**src/common/boot_links_defines.vh**
```
// Shared constants for the boot loader serial link front end
`ifndef BOOT_LINKS_DEFINES_VH
`define BOOT_LINKS_DEFINES_VH

// Link selection codes
`define LINK_NONE 2'h0
`define LINK_ASYNC 2'h1
`define LINK_SYNC 2'h2
`define LINK_TWO_WIRE 2'h3

// Asynchronous link timing
`define PER_W 16
`define PER_ONE 16'h0001
`define PER_ZERO 16'h0000
`define PER_MAX 16'hffff
`define MIN_BIT_CLKS 16'h0020
`define ASYNC_LAST_BIT 3'h7
`define ASYNC_FRAME_BITS 4'ha
`define ASYNC_IDLE_WORD 10'h3ff

// Byte framing
`define BIT_CNT_W 4
`define BIT_CNT_ONE 4'h1
`define BIT_CNT_ZERO 4'h0
`define BYTE_LAST 4'h7
`define BYTE_DONE 4'h8
`define FILLER_BYTE 8'h00

// Two-wire slave address
`define TWO_WIRE_ADDR 7'h42

`endif

```
**src/hdl/boot_links.v**
```verilog
// Boot loader serial link front end: boot decision and three slave links
`timescale 1ns/1ps
`include "boot_links_defines.vh"

module boot_links (
    input wire clk,
    input wire rst_n,
    input wire flash_words_all_ones,
    input wire warm_entry,
    input wire [1:0] warm_link,
    input wire [15:0] warm_bit_period,
    input wire two_wire_master_enabled,
    output wire boot_loader_active,
    output wire run_application,
    output wire [1:0] active_link,
    output wire baud_locked,
    output wire rx_overrun,
    input wire async_rx_pin,
    output wire async_tx_pin,
    input wire sync_frame_select_pin,
    input wire sync_serial_clock_pin,
    input wire sync_rx_pin,
    output wire sync_tx_pin,
    input wire two_wire_clock_pin,
    input wire two_wire_data_in,
    output wire two_wire_data_out,
    output wire two_wire_data_oe,
    output wire rx_valid,
    input wire rx_ready,
    output wire [7:0] rx_data,
    input wire tx_valid,
    output wire tx_ready,
    input wire [7:0] tx_data
);
    // Async receiver states
    localparam A_IDLE = 3'h0;
    localparam A_MEAS = 3'h1;
    localparam A_WAIT = 3'h2;
    localparam A_START = 3'h3;
    localparam A_DATA = 3'h4;
    localparam A_STOP = 3'h5;
    // Two-wire slave states
    localparam W_IDLE = 3'h0;
    localparam W_ADDR = 3'h1;
    localparam W_AACK = 3'h2;
    localparam W_WR = 3'h3;
    localparam W_DACK = 3'h4;
    localparam W_RD = 3'h5;
    localparam W_RACK = 3'h6;

    reg decided_reg, boot_reg, app_reg, warm_reg;
    reg [1:0] link_reg;
    reg overrun_reg;
    reg [5:0] prev_reg;
    reg [2:0] a_state_reg;
    reg [15:0] a_cnt_reg, a_per_reg;
    reg [2:0] a_bits_reg;
    reg [7:0] a_sh_reg;
    reg a_lock_reg;
    reg [9:0] t_sh_reg;
    reg [15:0] t_cnt_reg;
    reg [3:0] t_bits_reg;
    reg [7:0] q_rx_reg, q_tx_reg;
    reg [3:0] q_cnt_reg;
    reg q_bit_reg;
    reg [2:0] w_state_reg;
    reg [3:0] w_cnt_reg;
    reg [7:0] w_sh_reg;
    reg w_rw_reg, w_oe_reg;
    wire [5:0] pins;
    wire rx_s, fss_s, sck_s, srx_s, scl_s, sda_s;
    wire rx_fall, fss_fall, sck_rise, sck_fall, scl_rise, scl_fall;
    wire en_async, en_sync, en_wire, ss_en, start_c, stop_c;
    wire a_push, q_push, w_push, a_lock_ev, w_hit, q_take, w_take;
    wire t_take, in_ready, t_idle;
    wire [7:0] tx_byte;
    reg [7:0] in_data;

    // --------------------------------------------
    // Pin synchronisers and edge detection
    // --------------------------------------------
    sync2 #(.W(6)) u_sync (
        .clk(clk),
        .rst_n(rst_n),
        .d({async_rx_pin, sync_frame_select_pin, sync_serial_clock_pin,
            sync_rx_pin, two_wire_clock_pin, two_wire_data_in}),
        .q(pins)
    );
    assign {rx_s, fss_s, sck_s, srx_s, scl_s, sda_s} = pins;

    always @(posedge clk or negedge rst_n)
    begin
        if (!rst_n)
            prev_reg <= 6'h3f;
        else
            prev_reg <= pins;
    end

    assign rx_fall = prev_reg[5] && !rx_s;
    assign fss_fall = prev_reg[4] && !fss_s;
    assign sck_rise = !prev_reg[3] && sck_s;
    assign sck_fall = prev_reg[3] && !sck_s;
    assign scl_rise = !prev_reg[1] && scl_s;
    assign scl_fall = prev_reg[1] && !scl_s;

    // --------------------------------------------
    // Boot decision and link ownership
    // --------------------------------------------
    // Strap caught after reset release, never inside the reset branch
    always @(posedge clk or negedge rst_n)
    begin
        if (!rst_n)
        begin
            decided_reg <= 1'b0;
            boot_reg <= 1'b0;
            app_reg <= 1'b0;
            warm_reg <= 1'b0;
            link_reg <= `LINK_NONE;
        end
        else if (!decided_reg)
        begin
            decided_reg <= 1'b1;
            boot_reg <= flash_words_all_ones;
            app_reg <= !flash_words_all_ones;
        end
        else if (warm_entry && !boot_reg)
        begin
            boot_reg <= 1'b1;
            app_reg <= 1'b0;
            warm_reg <= 1'b1;
            link_reg <= warm_link;
        end
        else if (link_reg == `LINK_NONE)
        begin
            // First link with real activity wins for the session
            if (a_lock_ev)
                link_reg <= `LINK_ASYNC;
            else if (en_sync && fss_fall)
                link_reg <= `LINK_SYNC;
            else if (w_hit)
                link_reg <= `LINK_TWO_WIRE;
        end
    end

    assign en_async = boot_reg && (link_reg == `LINK_NONE || link_reg == `LINK_ASYNC);
    assign en_sync = boot_reg && (link_reg == `LINK_NONE || link_reg == `LINK_SYNC);
    assign en_wire = boot_reg && (link_reg == `LINK_NONE || link_reg == `LINK_TWO_WIRE);

    // --------------------------------------------
    // Async receiver with auto-baud
    // --------------------------------------------
    // Bit period is counted in clocks, so any oscillator rate giving MIN_BIT_CLKS to 32767 clocks per bit works
    always @(posedge clk or negedge rst_n)
    begin
        if (!rst_n)
        begin
            a_state_reg <= A_IDLE;
            a_cnt_reg <= `PER_ZERO;
            a_per_reg <= `PER_ZERO;
            a_bits_reg <= 3'h0;
            a_sh_reg <= 8'h00;
            a_lock_reg <= 1'b0;
        end
        else if (warm_entry && decided_reg && !boot_reg && warm_link == `LINK_ASYNC)
        begin
            a_per_reg <= warm_bit_period;
            a_lock_reg <= 1'b1;
            a_state_reg <= A_IDLE;
        end
        else
        begin
            case (a_state_reg)
                A_IDLE:
                begin
                    a_cnt_reg <= a_lock_reg ? (a_per_reg >> 1) : `PER_ZERO;
                    if (rx_fall && en_async)
                        a_state_reg <= a_lock_reg ? A_START : A_MEAS;
                end
                A_MEAS:
                begin
                    // Low time of the first start bit sets the bit period
                    a_cnt_reg <= a_cnt_reg + `PER_ONE;
                    if (rx_s)
                    begin
                        a_per_reg <= a_cnt_reg + `PER_ONE;
                        a_state_reg <= (a_cnt_reg + `PER_ONE >= `MIN_BIT_CLKS) ? A_WAIT : A_IDLE;
                        a_cnt_reg <= `PER_ZERO;
                    end
                    else if (a_cnt_reg == `PER_MAX)
                        a_state_reg <= A_IDLE;
                end
                A_WAIT:
                begin
                    // Rest of the sync character never holds high two bits
                    a_cnt_reg <= rx_s ? a_cnt_reg + `PER_ONE : `PER_ZERO;
                    if ({1'b0, a_cnt_reg} >= {a_per_reg, 1'b0})
                    begin
                        a_lock_reg <= en_async;
                        a_state_reg <= A_IDLE;
                    end
                end
                A_START:
                begin
                    a_cnt_reg <= a_cnt_reg - `PER_ONE;
                    if (a_cnt_reg == `PER_ZERO)
                    begin
                        a_cnt_reg <= a_per_reg - `PER_ONE;
                        a_bits_reg <= 3'h0;
                        a_state_reg <= rx_s ? A_IDLE : A_DATA; // Glitch filter
                    end
                end
                A_DATA:
                begin
                    a_cnt_reg <= a_cnt_reg - `PER_ONE;
                    if (a_cnt_reg == `PER_ZERO)
                    begin
                        a_sh_reg <= {rx_s, a_sh_reg[7:1]};
                        a_bits_reg <= a_bits_reg + 3'h1;
                        a_cnt_reg <= a_per_reg - `PER_ONE;
                        if (a_bits_reg == `ASYNC_LAST_BIT)
                            a_state_reg <= A_STOP;
                    end
                end
                A_STOP:
                begin
                    a_cnt_reg <= a_cnt_reg - `PER_ONE;
                    if (a_cnt_reg == `PER_ZERO)
                        a_state_reg <= A_IDLE;
                end
                default:
                    a_state_reg <= A_IDLE;
            endcase
        end
    end

    assign a_lock_ev = (a_state_reg == A_WAIT) && ({1'b0, a_cnt_reg} >= {a_per_reg, 1'b0});
    assign a_push = (a_state_reg == A_STOP) && (a_cnt_reg == `PER_ZERO) && rx_s;

    // --------------------------------------------
    // Async transmitter, 8N1 at the found rate
    // --------------------------------------------
    assign t_idle = (t_bits_reg == `BIT_CNT_ZERO);
    assign t_take = t_idle && a_lock_reg && (link_reg == `LINK_ASYNC);

    always @(posedge clk or negedge rst_n)
    begin
        if (!rst_n)
        begin
            t_sh_reg <= `ASYNC_IDLE_WORD;
            t_cnt_reg <= `PER_ZERO;
            t_bits_reg <= `BIT_CNT_ZERO;
        end
        else if (t_take && tx_valid)
        begin
            t_sh_reg <= {1'b1, tx_data, 1'b0};
            t_cnt_reg <= a_per_reg - `PER_ONE;
            t_bits_reg <= `ASYNC_FRAME_BITS;
        end
        else if (!t_idle)
        begin
            t_cnt_reg <= t_cnt_reg - `PER_ONE;
            if (t_cnt_reg == `PER_ZERO)
            begin
                t_sh_reg <= {1'b1, t_sh_reg[9:1]};
                t_cnt_reg <= a_per_reg - `PER_ONE;
                t_bits_reg <= t_bits_reg - `BIT_CNT_ONE;
            end
        end
    end

    assign async_tx_pin = t_sh_reg[0];

    // --------------------------------------------
    // Synchronous serial slave, phase 1 polarity 1
    // --------------------------------------------
    // Output moves on falling clock, input sampled on rising clock
    assign q_take = en_sync && (fss_fall || (!fss_s && sck_rise && q_cnt_reg == `BYTE_LAST));
    assign q_push = en_sync && !fss_s && sck_rise && (q_cnt_reg == `BYTE_LAST);

    always @(posedge clk or negedge rst_n)
    begin
        if (!rst_n)
        begin
            q_rx_reg <= 8'h00;
            q_tx_reg <= `FILLER_BYTE;
            q_cnt_reg <= `BIT_CNT_ZERO;
            q_bit_reg <= 1'b0;
        end
        else if (fss_s || !en_sync)
            q_cnt_reg <= `BIT_CNT_ZERO;
        else if (fss_fall)
            q_tx_reg <= tx_byte;
        else if (sck_fall)
            q_bit_reg <= q_tx_reg[7];
        else if (sck_rise)
        begin
            q_rx_reg <= {q_rx_reg[6:0], srx_s};
            q_tx_reg <= (q_cnt_reg == `BYTE_LAST) ? tx_byte : {q_tx_reg[6:0], 1'b0};
            q_cnt_reg <= (q_cnt_reg == `BYTE_LAST) ? `BIT_CNT_ZERO : q_cnt_reg + `BIT_CNT_ONE;
        end
    end

    assign sync_tx_pin = q_bit_reg;

    // --------------------------------------------
    // Two-wire slave
    // --------------------------------------------
    // Warm entry relies on the local master unit for start and stop
    assign ss_en = !warm_reg || two_wire_master_enabled;
    assign start_c = en_wire && ss_en && scl_s && prev_reg[1] && prev_reg[0] && !sda_s;
    assign stop_c = en_wire && ss_en && scl_s && prev_reg[1] && !prev_reg[0] && sda_s;
    assign w_hit = (w_state_reg == W_ADDR) && scl_fall && (w_cnt_reg == `BYTE_DONE)
        && (w_sh_reg[7:1] == `TWO_WIRE_ADDR);
    assign w_push = (w_state_reg == W_WR) && scl_fall && (w_cnt_reg == `BYTE_DONE);
    assign w_take = scl_fall && ((w_state_reg == W_AACK && w_rw_reg) || w_state_reg == W_RACK);

    always @(posedge clk or negedge rst_n)
    begin
        if (!rst_n)
        begin
            w_state_reg <= W_IDLE;
            w_cnt_reg <= `BIT_CNT_ZERO;
            w_sh_reg <= 8'h00;
            w_rw_reg <= 1'b0;
            w_oe_reg <= 1'b0;
        end
        else if (stop_c || start_c)
        begin
            w_state_reg <= start_c ? W_ADDR : W_IDLE;
            w_cnt_reg <= `BIT_CNT_ZERO;
            w_oe_reg <= 1'b0;
        end
        else
        begin
            case (w_state_reg)
                W_ADDR, W_WR:
                begin
                    if (scl_rise)
                    begin
                        w_sh_reg <= {w_sh_reg[6:0], sda_s};
                        w_cnt_reg <= w_cnt_reg + `BIT_CNT_ONE;
                    end
                    else if (scl_fall && w_cnt_reg == `BYTE_DONE)
                    begin
                        // Full buffer answers with no acknowledge
                        if (w_state_reg == W_ADDR)
                        begin
                            w_rw_reg <= w_sh_reg[0];
                            w_oe_reg <= w_hit;
                            w_state_reg <= w_hit ? W_AACK : W_IDLE;
                        end
                        else
                        begin
                            w_oe_reg <= in_ready;
                            w_state_reg <= in_ready ? W_DACK : W_IDLE;
                        end
                    end
                end
                W_AACK, W_DACK:
                begin
                    if (scl_fall)
                    begin
                        w_cnt_reg <= `BIT_CNT_ZERO;
                        w_state_reg <= w_rw_reg ? W_RD : W_WR;
                        w_oe_reg <= w_rw_reg && !tx_byte[7];
                        w_sh_reg <= tx_byte;
                    end
                end
                W_RD:
                begin
                    if (scl_rise)
                        w_cnt_reg <= w_cnt_reg + `BIT_CNT_ONE;
                    else if (scl_fall && w_cnt_reg == `BYTE_DONE)
                    begin
                        w_oe_reg <= 1'b0;
                        w_state_reg <= W_RACK;
                    end
                    else if (scl_fall)
                    begin
                        w_sh_reg <= {w_sh_reg[6:0], 1'b0};
                        w_oe_reg <= !w_sh_reg[6];
                    end
                end
                W_RACK:
                begin
                    if (scl_rise && sda_s)
                        w_state_reg <= W_IDLE; // Master ended the read
                    else if (scl_fall)
                    begin
                        w_cnt_reg <= `BIT_CNT_ZERO;
                        w_sh_reg <= tx_byte;
                        w_oe_reg <= !tx_byte[7];
                        w_state_reg <= W_RD;
                    end
                end
                default:
                    w_state_reg <= W_IDLE;
            endcase
        end
    end

    assign two_wire_data_out = 1'b0;
    assign two_wire_data_oe = w_oe_reg;

    // --------------------------------------------
    // Byte streams shared by all links
    // --------------------------------------------
    // Nothing queued means a zero filler goes out on the sync and two-wire links; the async transmitter sends nothing
    assign tx_byte = tx_valid ? tx_data : `FILLER_BYTE;
    assign tx_ready = t_take || q_take || w_take;

    always @*
    begin
        in_data = w_sh_reg;
        if (a_push)
            in_data = a_sh_reg;
        else if (q_push)
            in_data = {q_rx_reg[6:0], srx_s};
    end

    // Async and sync hosts cannot be stalled; a lost byte is flagged
    always @(posedge clk or negedge rst_n)
    begin
        if (!rst_n)
            overrun_reg <= 1'b0;
        else if ((a_push || q_push) && !in_ready)
            overrun_reg <= 1'b1;
    end

    byte_fifo2 u_rx_buf (
        .clk(clk),
        .rst_n(rst_n),
        .in_valid(a_push || q_push || w_push),
        .in_ready(in_ready),
        .in_data(in_data),
        .out_valid(rx_valid),
        .out_ready(rx_ready),
        .out_data(rx_data)
    );

    assign boot_loader_active = boot_reg;
    assign run_application = app_reg;
    assign active_link = link_reg;
    assign baud_locked = a_lock_reg;
    assign rx_overrun = overrun_reg;
endmodule

```
**src/hdl/sync2.v**
```verilog
// Two-flop synchroniser for a group of pin levels
`timescale 1ns/1ps

module sync2 #(
    parameter W = 1
)(
    input wire clk,
    input wire rst_n,
    input wire [W-1:0] d,
    output wire [W-1:0] q
);
    reg [W-1:0] meta_reg;
    reg [W-1:0] sync_reg;

    // --------------------------------------------
    // Idle pins rest high, so reset to ones
    // --------------------------------------------
    always @(posedge clk or negedge rst_n)
    begin
        if (!rst_n)
        begin
            meta_reg <= {W{1'b1}};
            sync_reg <= {W{1'b1}};
        end
        else
        begin
            meta_reg <= d;
            sync_reg <= meta_reg;
        end
    end

    assign q = sync_reg;
endmodule

```
**src/hdl/byte_fifo2.v**
```verilog
// Two-entry byte buffer with valid and ready on both sides
`timescale 1ns/1ps

module byte_fifo2 (
    input wire clk,
    input wire rst_n,
    input wire in_valid,
    output wire in_ready,
    input wire [7:0] in_data,
    output wire out_valid,
    input wire out_ready,
    output wire [7:0] out_data
);
    reg [7:0] head_reg;
    reg [7:0] tail_reg;
    reg [1:0] count_reg;
    wire push;
    wire pop;

    assign in_ready = (count_reg != 2'h2);
    assign out_valid = (count_reg != 2'h0);
    assign out_data = head_reg;
    assign push = in_valid && in_ready;
    assign pop = out_valid && out_ready;

    // --------------------------------------------
    // Head always holds the oldest byte
    // --------------------------------------------
    always @(posedge clk or negedge rst_n)
    begin
        if (!rst_n)
        begin
            head_reg <= 8'h00;
            tail_reg <= 8'h00;
            count_reg <= 2'h0;
        end
        else
        begin
            if (pop)
            begin
                head_reg <= (count_reg == 2'h2) ? tail_reg : in_data;
            end
            else if (push && count_reg == 2'h0)
            begin
                head_reg <= in_data;
            end
            if (push && (count_reg == 2'h2 || (count_reg == 2'h1 && !pop)))
            begin
                tail_reg <= in_data;
            end
            if (push && !pop)
            begin
                count_reg <= count_reg + 2'h1;
            end
            else if (pop && !push)
            begin
                count_reg <= count_reg - 2'h1;
            end
        end
    end
endmodule

```
**config.mk**
```make
export PLATFORM = sky130hd
export DESIGN_NAME = boot_links
export DESIGN_NICKNAME = d
export VERILOG_FILES = /design/src/hdl/boot_links.v /design/src/hdl/sync2.v /design/src/hdl/byte_fifo2.v
export VERILOG_INCLUDE_DIRS = /design/src /design/src/common
export SDC_FILE = /design/constraint.sdc
export NUM_CORES = 1
export LEC_CHECK = 0
export BUFFER_PORTS_ARGS = -buffer_cell sky130_fd_sc_hd__buf_2
export CAP_MARGIN = 20
export CORE_MARGIN = 2
export CORE_UTILIZATION = 35
export CTS_CLUSTER_DIAMETER = 150
export DETAILED_ROUTE_END_ITERATION = 8
export GPL_ROUTABILITY_DRIVEN = 0
export SLEW_MARGIN = 40
export SYNTH_ARGS = -nofsm -noshare
export SYNTH_HDL_FRONTEND = slang
export SYNTH_HIERARCHICAL = 1
export SYNTH_SLANG_ARGS = --single-unit
```
**constraint.sdc**
```tcl
create_clock -name clk -period 3.6 [get_ports clk]
set_input_delay 0.18 -clock clk [delete_from_list [all_inputs] [get_ports clk]]
set_output_delay 0.18 -clock clk [all_outputs]
set_load 0.02 [all_outputs]
```
Word-level counts from Yosys, hierarchy flattened
Cells that the tools add are included.
{"block": "word_totals", "register_bits": 157, "in_bits": 39, "out_inout_bits": 20, "elab_cells": 325}
{"block": "classes", "addsub": 10, "n_lt_le_gt_ge": 2, "n_eq_ne": 52, "muxes": 98, "bitwise_logic": 6, "reduce_logical": 127}
{"cell": "$mux 16", "n": 9}
{"cell": "$mux 8", "n": 16}
{"cell": "$pmux 16 s5", "n": 1}
{"cell": "$mux 3", "n": 22}
{"cell": "$logic_and 1x1->1", "n": 52}
{"cell": "$mux 4", "n": 12}
{"cell": "$sub 16x1->16 const B", "n": 3}
{"cell": "$logic_not 16->1", "n": 2}
{"cell": "$pmux 8 s4", "n": 1}
{"cell": "$mux 10", "n": 3}
{"cell": "$ne 3x3->1 const B", "n": 10}
{"cell": "$reduce_bool 2->1", "n": 12}
{"cell": "$mux 2", "n": 10}
{"cell": "$eq 3x3->1 const B", "n": 6}
{"cell": "$mux 1", "n": 18}
{"cell": "$ne 2x2->1 const B", "n": 9}
{"cell": "$pmux 3 s6", "n": 1}
{"cell": "$reduce_and 3->1", "n": 6}
{"cell": "$ge 16x17->1", "n": 1}
{"cell": "$logic_not 1->1", "n": 17}
{"cell": "$add 16x1->16 const B", "n": 1}
{"cell": "$eq 16x16->1 const B", "n": 1}
{"cell": "$ge 16x6->1 const B", "n": 1}
{"cell": "$mux 15", "n": 1}
{"cell": "other kinds (37)", "n": 80}

Longest topological paths before layout
Gate-level depths: netlist of run 1.
{"block": "depth", "depth_word": 13, "ltp_mapped": 11, "ltp_nobuf": 10}

By module
The synthesis of run 1 kept the hierarchy.
{"mod": "boot_links", "n_inst": 1, "cells_per_inst": 958, "area_per_inst_um2": 8170.3, "seq_area_each_um2": 3145.5}
{"mod": "byte_fifo2", "n_inst": 1, "cells_per_inst": 63, "area_per_inst_um2": 859.6, "seq_area_each_um2": 450.4}
{"mod": "sync2", "n_inst": 1, "cells_per_inst": 12, "area_per_inst_um2": 315.3, "seq_area_each_um2": 315.3}

Least setup slack after synthesis of run 1
Ideal clock, no wire load.
{"block": "synth_path", "kind": "register to register", "start": "reg a_cnt_reg[0]", "end": "reg a_sh_reg[7]", "setup_time_ps": 128, "t_arrival_ps": 2754, "t_required_ps": 3472, "slack_ps": 718, "path_stages_with_launch": 10, "path_buffers": 3, "period_less_slack_ps": 2882, "cell_sequence": "dfrtp_1 -> inv_1 -> ha_1 -> or4b_1 -> buf_2 -> or4b_4 -> buf_6 -> nor4_4 -> buf_6 -> mux2_1"}
{"block": "synth_between", "elab_chain_cells": 2}
{"item": "start: declaration", "line_no": "boot_links.v:56", "source": "reg [15:0] a_cnt_reg, a_per_reg;"}
{"item": "start signal: assignment", "line_no": "boot_links.v:158", "source": "a_cnt_reg <= `PER_ZERO;"}
{"item": "start signal: assignment", "line_no": "boot_links.v:175", "source": "a_cnt_reg <= a_lock_reg ? (a_per_reg >> 1) : `PER_ZERO;"}
{"item": "start signal: assignment", "line_no": "boot_links.v:182", "source": "a_cnt_reg <= a_cnt_reg + `PER_ONE;"}
{"item": "$logic_not 16->1 (no source line)"}
{"item": "$reduce_and 3->1 (no source line)"}
{"item": "end signal: assignment", "line_no": "boot_links.v:217", "source": "a_sh_reg <= {rx_s, a_sh_reg[7:1]};"}
{"item": "end: declaration", "line_no": "boot_links.v:58", "source": "reg [7:0] a_sh_reg;"}
Every way passes these cells.
A chain may end at the register's enable or synchronous reset.

Worst setup path in the final report of run 1
{"block": "layout_path", "start": "reg a_cnt_reg[0]", "end": "reg u_rx_buf.tail_reg[6]"}
{"block": "layout_between", "word_cells_on_any_way": 8, "classes_between": "mux: 1; reduce/logical: 7"}
{"item": "$logic_not 16->1 (no source line)"}
{"item": "$logic_and 1x1->1 (2 in series)", "line_no": "boot_links.v:237", "source": "assign a_push = (a_state_reg == A_STOP) && (a_cnt_reg == `PER_ZERO) && rx_s;"}
{"item": "$mux 8", "line_no": "boot_links.v:415", "source": "if (a_push)"}
{"item": "via in_data[6]", "line_no": "boot_links.v:77", "source": "reg [7:0] in_data;"}
{"item": "end signal: assignment", "line_no": "byte_fifo2.v:49", "source": "tail_reg <= in_data;"}
{"item": "end: declaration", "line_no": "byte_fifo2.v:15", "source": "reg [7:0] tail_reg;"}
The timed path passes the listed nets, and every way through them passes these cells.

==> results summary, run 1 <==
Global routing used 4.21% of the available met3 tracks. The synthesized netlist occupies a cell area of 9350 um2. Setup repair after global routing left no endpoint under its margin. The detailed placer's ending HPWL is 18.7 mm.

met2 is the most crowded layer. The required time at the worst-slack endpoint came out at 3920 ps. The placeable core area came out at 26100 um2. The post-route clock period utilization came out at 90.8%. Measured on the finished design, the core utilization comes to 41.5%. The worst register-to-register path ends at u_rx_buf/tail_reg[6]$_DFFE_PN0P_. The setup total negative slack is 0 ps. The register bit count reported by yosys is 155. The number of buffers created by CTS is 17. Counting along the longest clock path gives a buffer depth of 2. The final reports fail on DRC. The proportion of power drawn by combinational gates is 42.2%. The synthesized area divided by synthesized cell count came out at 9.05 um2.

The length in cells of the worst reg-to-reg path is 8. At the worst endpoint, the arrival time is 3590 ps. The start point of the worst min-delay path is tx_data[5]. Traced cell by cell, the critical path runs through inv_1, ha_1, or4b_1, nor4b_2, nand3_1, nor2_1, a21oi_1, mux2_2.

The post-place setup slack is 353 ps. The top fanout value on the critical path is 16. Among cell families on the critical path, the largest total delay comes from simple AND/OR/NAND/NOR gates.

The largest individual stage delay along the critical path comes from the cell or4b_1. The hold slack came out at 14.3 ps. The area added between synthesis and finish came out at 15.9%. The insertion delay of the later-clocked pin in the worst-skew pair is 430 ps. The via count of the first global-routing pass came out at 7931. The number of top-level design ports is 59. The count of endpoints failing hold in the final timing report is 0. The maximum number of pins on one net before global-route repair came out at 97. For this run, the number of Yosys warnings is 6. The endpoint of the worst hold path is t_sh_reg[6]$_DFFE_PN1P_. The routed design has 25.8 mm of wire.

The buffer and inverter count on the worst path came out at 1. The fraction of post-synthesis cell area in the top cell type by area came out at 34.5%. The switching part of the total came out at 42.6%. The proportion of layout cells with a drive suffix above 1 is 17.6%. The iteration-0 DRC count of the detailed router is 770.

The number of antenna cells inserted came out at 0. The biggest area contributor in the post-synthesis netlist is dfrtp_1. The post-CTS setup-driven buffer insertion count is 0. The internal power contribution is 4.40 mW.

The flow ran to the end, but the final reports show violations. The routing usage on met2 came out at 28.5%. By area the synthesized netlist is led by dfrtp_1 (35%), dfstp_2 (7.3%), ha_1 (4.6%), nand2_1 (4.3%), o21ai_0 (3.6%).

The effective utilization at floorplan is 35.8%. The tree is rooted in a clkbuf_16. The slew of the pin with the lowest slew margin is 806 ps. TritonCTS built the clock tree. Yosys mapped a number of flops with a built-in enable equal to 0. In this run the critical register-to-register path is launched from a_cnt_reg[0]$_DFFE_PN0P_. The min-delay analysis places its worst path in the category input port to flip-flop. The setup path with the least slack is of type flip-flop to flip-flop.

Counting every sink on the clock net gives 155. In this run, the clock network consumes 22.9% of the power. The peak ir drop on the vdd network came out at 0.380 mV. The count of max-cap constraint violations came out at 0. The maximum clock skew at final layout came out at 19.5 ps.

The first-pass GRT wire length is 42.4 mm. The die covers 28000 um2. After detailed routing, the average wire length per cell comes to 17.8 um. The number of routed nets with antenna violations is 0. Synthesis produced a netlist with a net count of 1106. The time the worst path needs with I/O delays and setup came out at 3270 ps. CTS built an H-tree with a depth of 4. Clock-pin slew was measured on the worst setup and hold paths at 70 ps.

After synthesis, flip-flops and latches occupy 41.9% of the total area. After detailed routing, the number of remaining DRC violations is 5. The reg-to-reg setup timing slack came out at 330 ps. The mean number of vias per cell is 5.63. The static leakage power is 4.50 nW.

The distinct cell type count after synthesis came out at 83. The final worst slack came out at 331 ps. The number of core rows came out at 59. The worst setup path is launched from a flip-flop. The die span in x is 167 um. The share of synthesized flip-flops with an asynchronous set or reset is 100%. The worst relative slew slack is 44.9%. The total global routing overflow is 0. The length of the first detailed-routing pass in iterations is 9. The delay of the slowest cell on the worst path came out at 630 ps. In the final design database the tool counted 1174 nets. Setup violations remaining at the end of the flow were counted as 0. The final-report max-slew violation count came to 0. The total routing usage reported by global routing is 18.8%.

The cell count after synthesis came out at 1033. The number of I/O port buffers came out at 57. The critical path endpoint category is a flip-flop.

The number of antenna violations at the first check in global routing came out at 0. The number of vias in the routed layout came out at 8159. The power per cell area came out at 708 nW/um2. The main flop type after synthesis is dfrtp_1.

In the global route stage, met1 resource usage came out at 27.0%. The net switching component of the power is 3.27 mW. The die outline height came out at 167 um. Per report_power, the sequential group accounts for 34.9% of the total. The cell count of the worst hold path came out at 3. The final total power came out at 7.67 mW. Derived from the worst setup path, the maximum achievable clock frequency is 306 MHz.
layer usage:
layer	share of wire, %	vias up
met5	0	-
met4	1.7	0
met3	5.9	33
met2	44	269
met1	49	3972
li1	-	3885
cells in the mapped netlist (9+ instances only):
library cell	number
a21oi_1	64
dfstp_2	26
o31ai_1	12
xor2_1	10
nor3_1	34
or3_1	14
o21ai_0	67
mux2_2	19
nand3_1	44
a22oi_1	14
o221a_2	9
xnor2_1	34
mux2i_1	22
inv_1	40
nor2_1	88
dfrtp_1	129
nand2b_1	15
nand2_1	108
a31oi_1	24
mux2_1	9
and3_1	10
ha_1	34
clkbuf_1	41
how the worst max path moves through the flow:
stage / end / startpoint / cells after the start / slack (ps)
finish: u_rx_buf/tail_reg[6]$_DFFE_PN0P_ / a_cnt_reg[0]$_DFFE_PN0P_ / 8 / 330
detailed placement: u_rx_buf/tail_reg[6]$_DFFE_PN0P_ / a_cnt_reg[0]$_DFFE_PN0P_ / 8 / 350
global placement: u_rx_buf/tail_reg[0]$_DFFE_PN0P_ / a_cnt_reg[0]$_DFFE_PN0P_ / 8 / 490
floorplan: a_sh_reg[7]$_DFFE_PN0P_ / a_cnt_reg[0]$_DFFE_PN0P_ / 9 / 720
global route: u_rx_buf/tail_reg[6]$_DFFE_PN0P_ / a_cnt_reg[0]$_DFFE_PN0P_ / 8 / 40
CTS: u_rx_buf/tail_reg[6]$_DFFE_PN0P_ / a_cnt_reg[0]$_DFFE_PN0P_ / 8 / 350
placed cells by master, fill, tap and decap left out, types with 5 or more instances in the layout:
cell           netlist  routed
dfrtp_1            129     129
nand2_1            108     108
nor2_1              88      86
o21ai_0             67      67
a21oi_1             64      64
buf_2                6      56
nand3_1             44      44
inv_1               40      40
nor3_1              34      34
xnor2_1             34      34
ha_1                34      34
dfstp_2             26      26
a31oi_1             24      24
dlygate4sd3_1        0      23
mux2i_1             22      22
buf_4                1      22
mux2_2              19      19
clkbuf_16            0      17
nand2b_1            15      15
or3_1               14      14
a22oi_1             14      14
o31ai_1             12      12
xor2_1              10      10
and3_1              10      10
mux2_1               9       9
o221a_2              9       9
a21o_1               8       8
o21ai_1              8       8
or2_2                8       8
nor4_1               8       7
o221ai_1             7       7
a211oi_1             7       7
nand4_1              6       6
a221oi_1             6       6
or4_1                5       5
nor2b_1              5       5
inv_6                0       5
tightest hold or removal path: stages:
cell and delay, ps:
buf_2 130, nand2_1 60, a31oi_1 70
timing repair:
action / in CTS / in global routing
hold buffers: 23 / 0
resized for setup: 0 / 0
hold endpoints to repair: 105 / 0
endpoints found under the setup margin: 0 / 0
per-stage QoR:
stage | cells | instance area [um2]
4_1_cts | 1448 | 10800
3_3_place_gp | 1393 | 10000
6_report | 1449 | 10800
3_5_place_dp | 1393 | 10000
5_1_grt | 1449 | 10800
2_1_floorplan | 1033 | 9350
power by group through the flow:
stage          registers [mW]  logic [mW]  clock network, mW
6_report                 2.68        3.24               1.76
2_1_floorplan            2.52        2.35                  0
3_3_place_gp             2.69        3.15                  0
3_5_place_dp             2.70        3.17                  0
5_1_grt                  2.75        3.58               1.87
4_1_cts                  2.67        3.21               1.79
cell families after synthesis:
kind of cell / synth area share, %
and+or+nand+nor: 20.3
buffers and inverters: 4.27
xor gates and xnor gates: 4.12
DFF: 41.9
adders and majority gates: 4.55
other: 0.0804
AOI/OAI and AO/OA: 19.1
muxes: 5.73
cell type report:
| type | count | area (um2) |
|---|---|---|
| fill | 2587 | 15300 |
| multi-input combinational | 783 | 5050 |
| sequential | 155 | 3910 |
| timing repair buffer | 104 | 738 |
| clock buffer | 18 | 429 |
| tap | 335 | 419 |
| inverter | 40 | 150 |
| clock inverter | 14 | 134 |
(Power assumes the default switching activity.)
==> run 2, diff against run 1 <==
Settings changed: CTS_BUF_LIST from default to sky130_fd_sc_hd__clkbuf_8 sky130_fd_sc_hd__clkbuf_16.
Clock period 3.6 ns to 2.7 ns, I/O delays scaled along.
==> run 2 against run 1 <==
- the flow still finishes with violations (DRC)
- worst hold slack improved by 53 ps
- power increased by 41%
- clock power increased by 40%
- flip-flop and latch count unchanged
- register-to-register slack got worse by 230 ps
- die area unchanged
- sequential share of layout area decreased by 1.6 points
- count of clock-buffer cells in the layout unchanged
- global-route usage increased by 0.19 points
- final cell count increased by 3.7%
- critical endpoint is now a_cnt_reg[5]$_DFFE_PN0P_
==> results summary, run 2 (synthesis results as in run 1) <==
The run finished, with violations left. The final reports fail on DRC. The power per cell area came out at 953 nW/um2 (+34%). The met2 wirelength from detailed routing came out at 11.5 mm (+1.7%).

The min-delay analysis places its worst path in the category input port to flip-flop. The number of routed nets with antenna violations came to 0 (unchanged). The post-place setup slack is -26.5 ps (-380 ps). The final-stage net count is 1227 (+4.5%). The data arrival time of the critical path is 2910 ps (-680 ps). The static leakage power is 4.78 nW (+6.1%). The mean number of vias per cell came out at 5.56 (-1.3%). The maximum number of pins on one net before global-route repair came out at 77 (-21%). The peak clock frequency supported by timing is 385 MHz (+26%).

The die outline height is 167 um (unchanged). TritonCTS built the clock tree. The detailed route wirelength on metal3 is 1.67 mm (+9.8%). The post-route clock period utilization was 96.2% (+5.4 points). The time the worst path needs with I/O delays and setup came out at 2600 ps (-673 ps). The kind of start point of the critical path is a flip-flop. The proportion of layout cells with a drive suffix above 1 came to 21.6% (+4.0 points). The setup path with the least slack is of type flip-flop to flip-flop. The number of buffers between clock root and the deepest sink came to 2 (unchanged). The maximum clock skew at final layout came out at 10.4 ps (-9.16 ps).

The number of core rows is 59 (unchanged). The slew of the pin with the lowest slew margin is 630 ps (-176 ps). The setup total negative slack is 0 ps (unchanged). The clock-pin slew on the worst setup and hold paths came out at 70 ps (about the same). For this design, the slowest cell found on the critical path is or4b_4. The required time at the worst-slack endpoint came out at 3010 ps (-910 ps). The top fanout value on the critical path is 10 (-6). STA classifies the critical path endpoint as a flip-flop. The count of endpoints failing hold in the final timing report is 0 (unchanged).

The area enclosed by the die boundary is 28000 um2 (unchanged). The library cell used most frequently in the layout, excluding fill and tap cells, is dfrtp_1. The final worst slack was 104 ps (-227 ps). The number of vias in the routed layout was 8345 (+2.3%). The cell count after placement came to 1437 (+3.2%). The die span in x came out at 167 um (unchanged). The length of routed wiring on met1 is 12.5 mm (-0.71%). The iteration-0 DRC count of the detailed router was 748 (-2.9%). The first-pass GRT wire length came to 42.7 mm (+0.65%).

The number of filler cells placed in the layout is 2577 (-0.39%). The length of the first detailed-routing pass in iterations came out at 8 (-1). The placeable core area is 26100 um2 (unchanged). The area added between synthesis and finish is 21.3%. The via count of the first global-routing pass was 8036 (+1.3%).

The count of max-cap constraint violations is 0 (unchanged). The detailed placer's ending HPWL is 18.8 mm (+0.82%). The number of buffers created by CTS is 17 (unchanged). After detailed routing, no signal wire sits above met4. The post-detailed-routing wire length is 25.9 mm (+0.51%). The number of antenna cells inserted came out at 0 (unchanged). The number of antenna violations at the first check in global routing came out at 0 (unchanged). The clock sink total was 155 (unchanged).

The total routing usage reported by global routing came out at 19.0% (+0.19 points). The number of I/O port buffers was 57 (unchanged). The cell that appears most often on the critical path is or4b_4. The total global routing overflow came out at 0 (unchanged).

The worst relative slew slack is 56.9% (+12 points). The library cells used most frequently in the layout, excluding fill and tap cells, are dfrtp_1 (128), nand2_1 (108), nor2_1 (85). The final-report max-slew violation count came out at 0 (unchanged). The number of setup violations in the final report came out at 0 (unchanged). The buffer and inverter count on the worst path is 1 (unchanged). The H-tree depth is 4 (unchanged). CTS placed an instance of clkbuf_16 at the clock tree root. The number of cells in the finished layout apart from fillers came out at 1502 (+3.7%). The insertion delay of the later-clocked pin in the worst-skew pair was 430 ps (about the same). The kind of cell with the highest combined delay on the critical path is simple AND/OR/NAND/NOR gates. Traced cell by cell, the critical path runs through inv_2, ha_4, or4b_4, or4b_4, o21ai_2, nand2_4, a222oi_1, o21ai_1. The mean routed wirelength per cell is 17.3 um (-3.0%). The count of unresolved DRC violations after routing came out at 6 (+1).

The peak ir drop on the vdd network is 0.485 mV (+28%). The effective utilization at floorplan is 35.8% (unchanged). The number of top-level design ports came out at 59 (unchanged). The hold slack is 66.9 ps (+52.6 ps). The delay of the slowest cell on the worst path came out at 590 ps (-40 ps).

The final total power came out at 10.8 mW (+41%).
run 2: path summary, 6_finish.rpt:
| path | startpoint | end | slack [ps] | cells past startpoint |
|---|---|---|---|---|
| min in group asynchronous | rst_n | t_bits_reg[2]$_DFFE_PN0P_ | 230 | 2 |
| max in group asynchronous | rst_n | u_sync/q[5]$_DFF_PN1_ | 1630 | 3 |
| max | a_cnt_reg[0]$_DFFE_PN0P_ | a_cnt_reg[5]$_DFFE_PN0P_ | 100 | 8 |
| min | tx_data[7] | w_sh_reg[7]$_DFFE_PN0P_ | 70 | 3 |
| min reg2reg | u_sync/meta_reg[5]$_DFF_PN1_ | u_sync/q[5]$_DFF_PN1_ | 360 | 0 |
| max reg2reg | a_cnt_reg[0]$_DFFE_PN0P_ | a_cnt_reg[5]$_DFFE_PN0P_ | 100 | 8 |
run 2: worst reg2reg max path: cells and delay by family, from the launching register on:
kind / cells / cell delay, ps
simple gates: 3 / 1230
flops: 1 / 410
compound gates: 3 / 660
buf+inv: 1 / 70
fa+ha+maj: 1 / 120
run 2: what timing repair did:
action	CTS	global route
resized for setup	1	11
endpoints found under the setup margin	12	34
endpoints found under the hold margin	74	0
hold buffers	32	0
buffers inserted	0	1
pin swaps	0	4
run 2: metrics by stage:
stage          util, %  instance area, um2
2_1_floorplan        -                9370
3_3_place_gp      39.6               10400
3_5_place_dp      39.6               10400
4_1_cts           43.2               11300
5_1_grt           43.4               11300
6_report          43.4               11300
run 2: cell type report:
cell class | instances | area [um2] | area share, %
Sequential cell | 155 | 3910 | 34.5
Tap cell | 335 | 419 | 3.70
Timing Repair Buffer | 157 | 1140 | 10.0
Inverter | 40 | 150 | 1.32
Multi-Input combinational cell | 783 | 5120 | 45.1
Clock buffer | 18 | 439 | 3.87
Clock inverter | 14 | 160 | 1.41
run 2: metal layers:
metal,global-route usage (%),vias up
met5,0,-
met4,4.61,0
met2,28.6,292
met3,4.33,19
met1,27.7,4042
li1,-,3992
run 2: power breakdown:
part / internal (mW) / total (mW) / switching, mW
sequential: 2.87 / 3.38 / 0.507
combinational: 2.04 / 4.95 / 2.91
clock: 1.41 / 2.47 / 1.06
total: 6.32 / 10.8 / 4.49
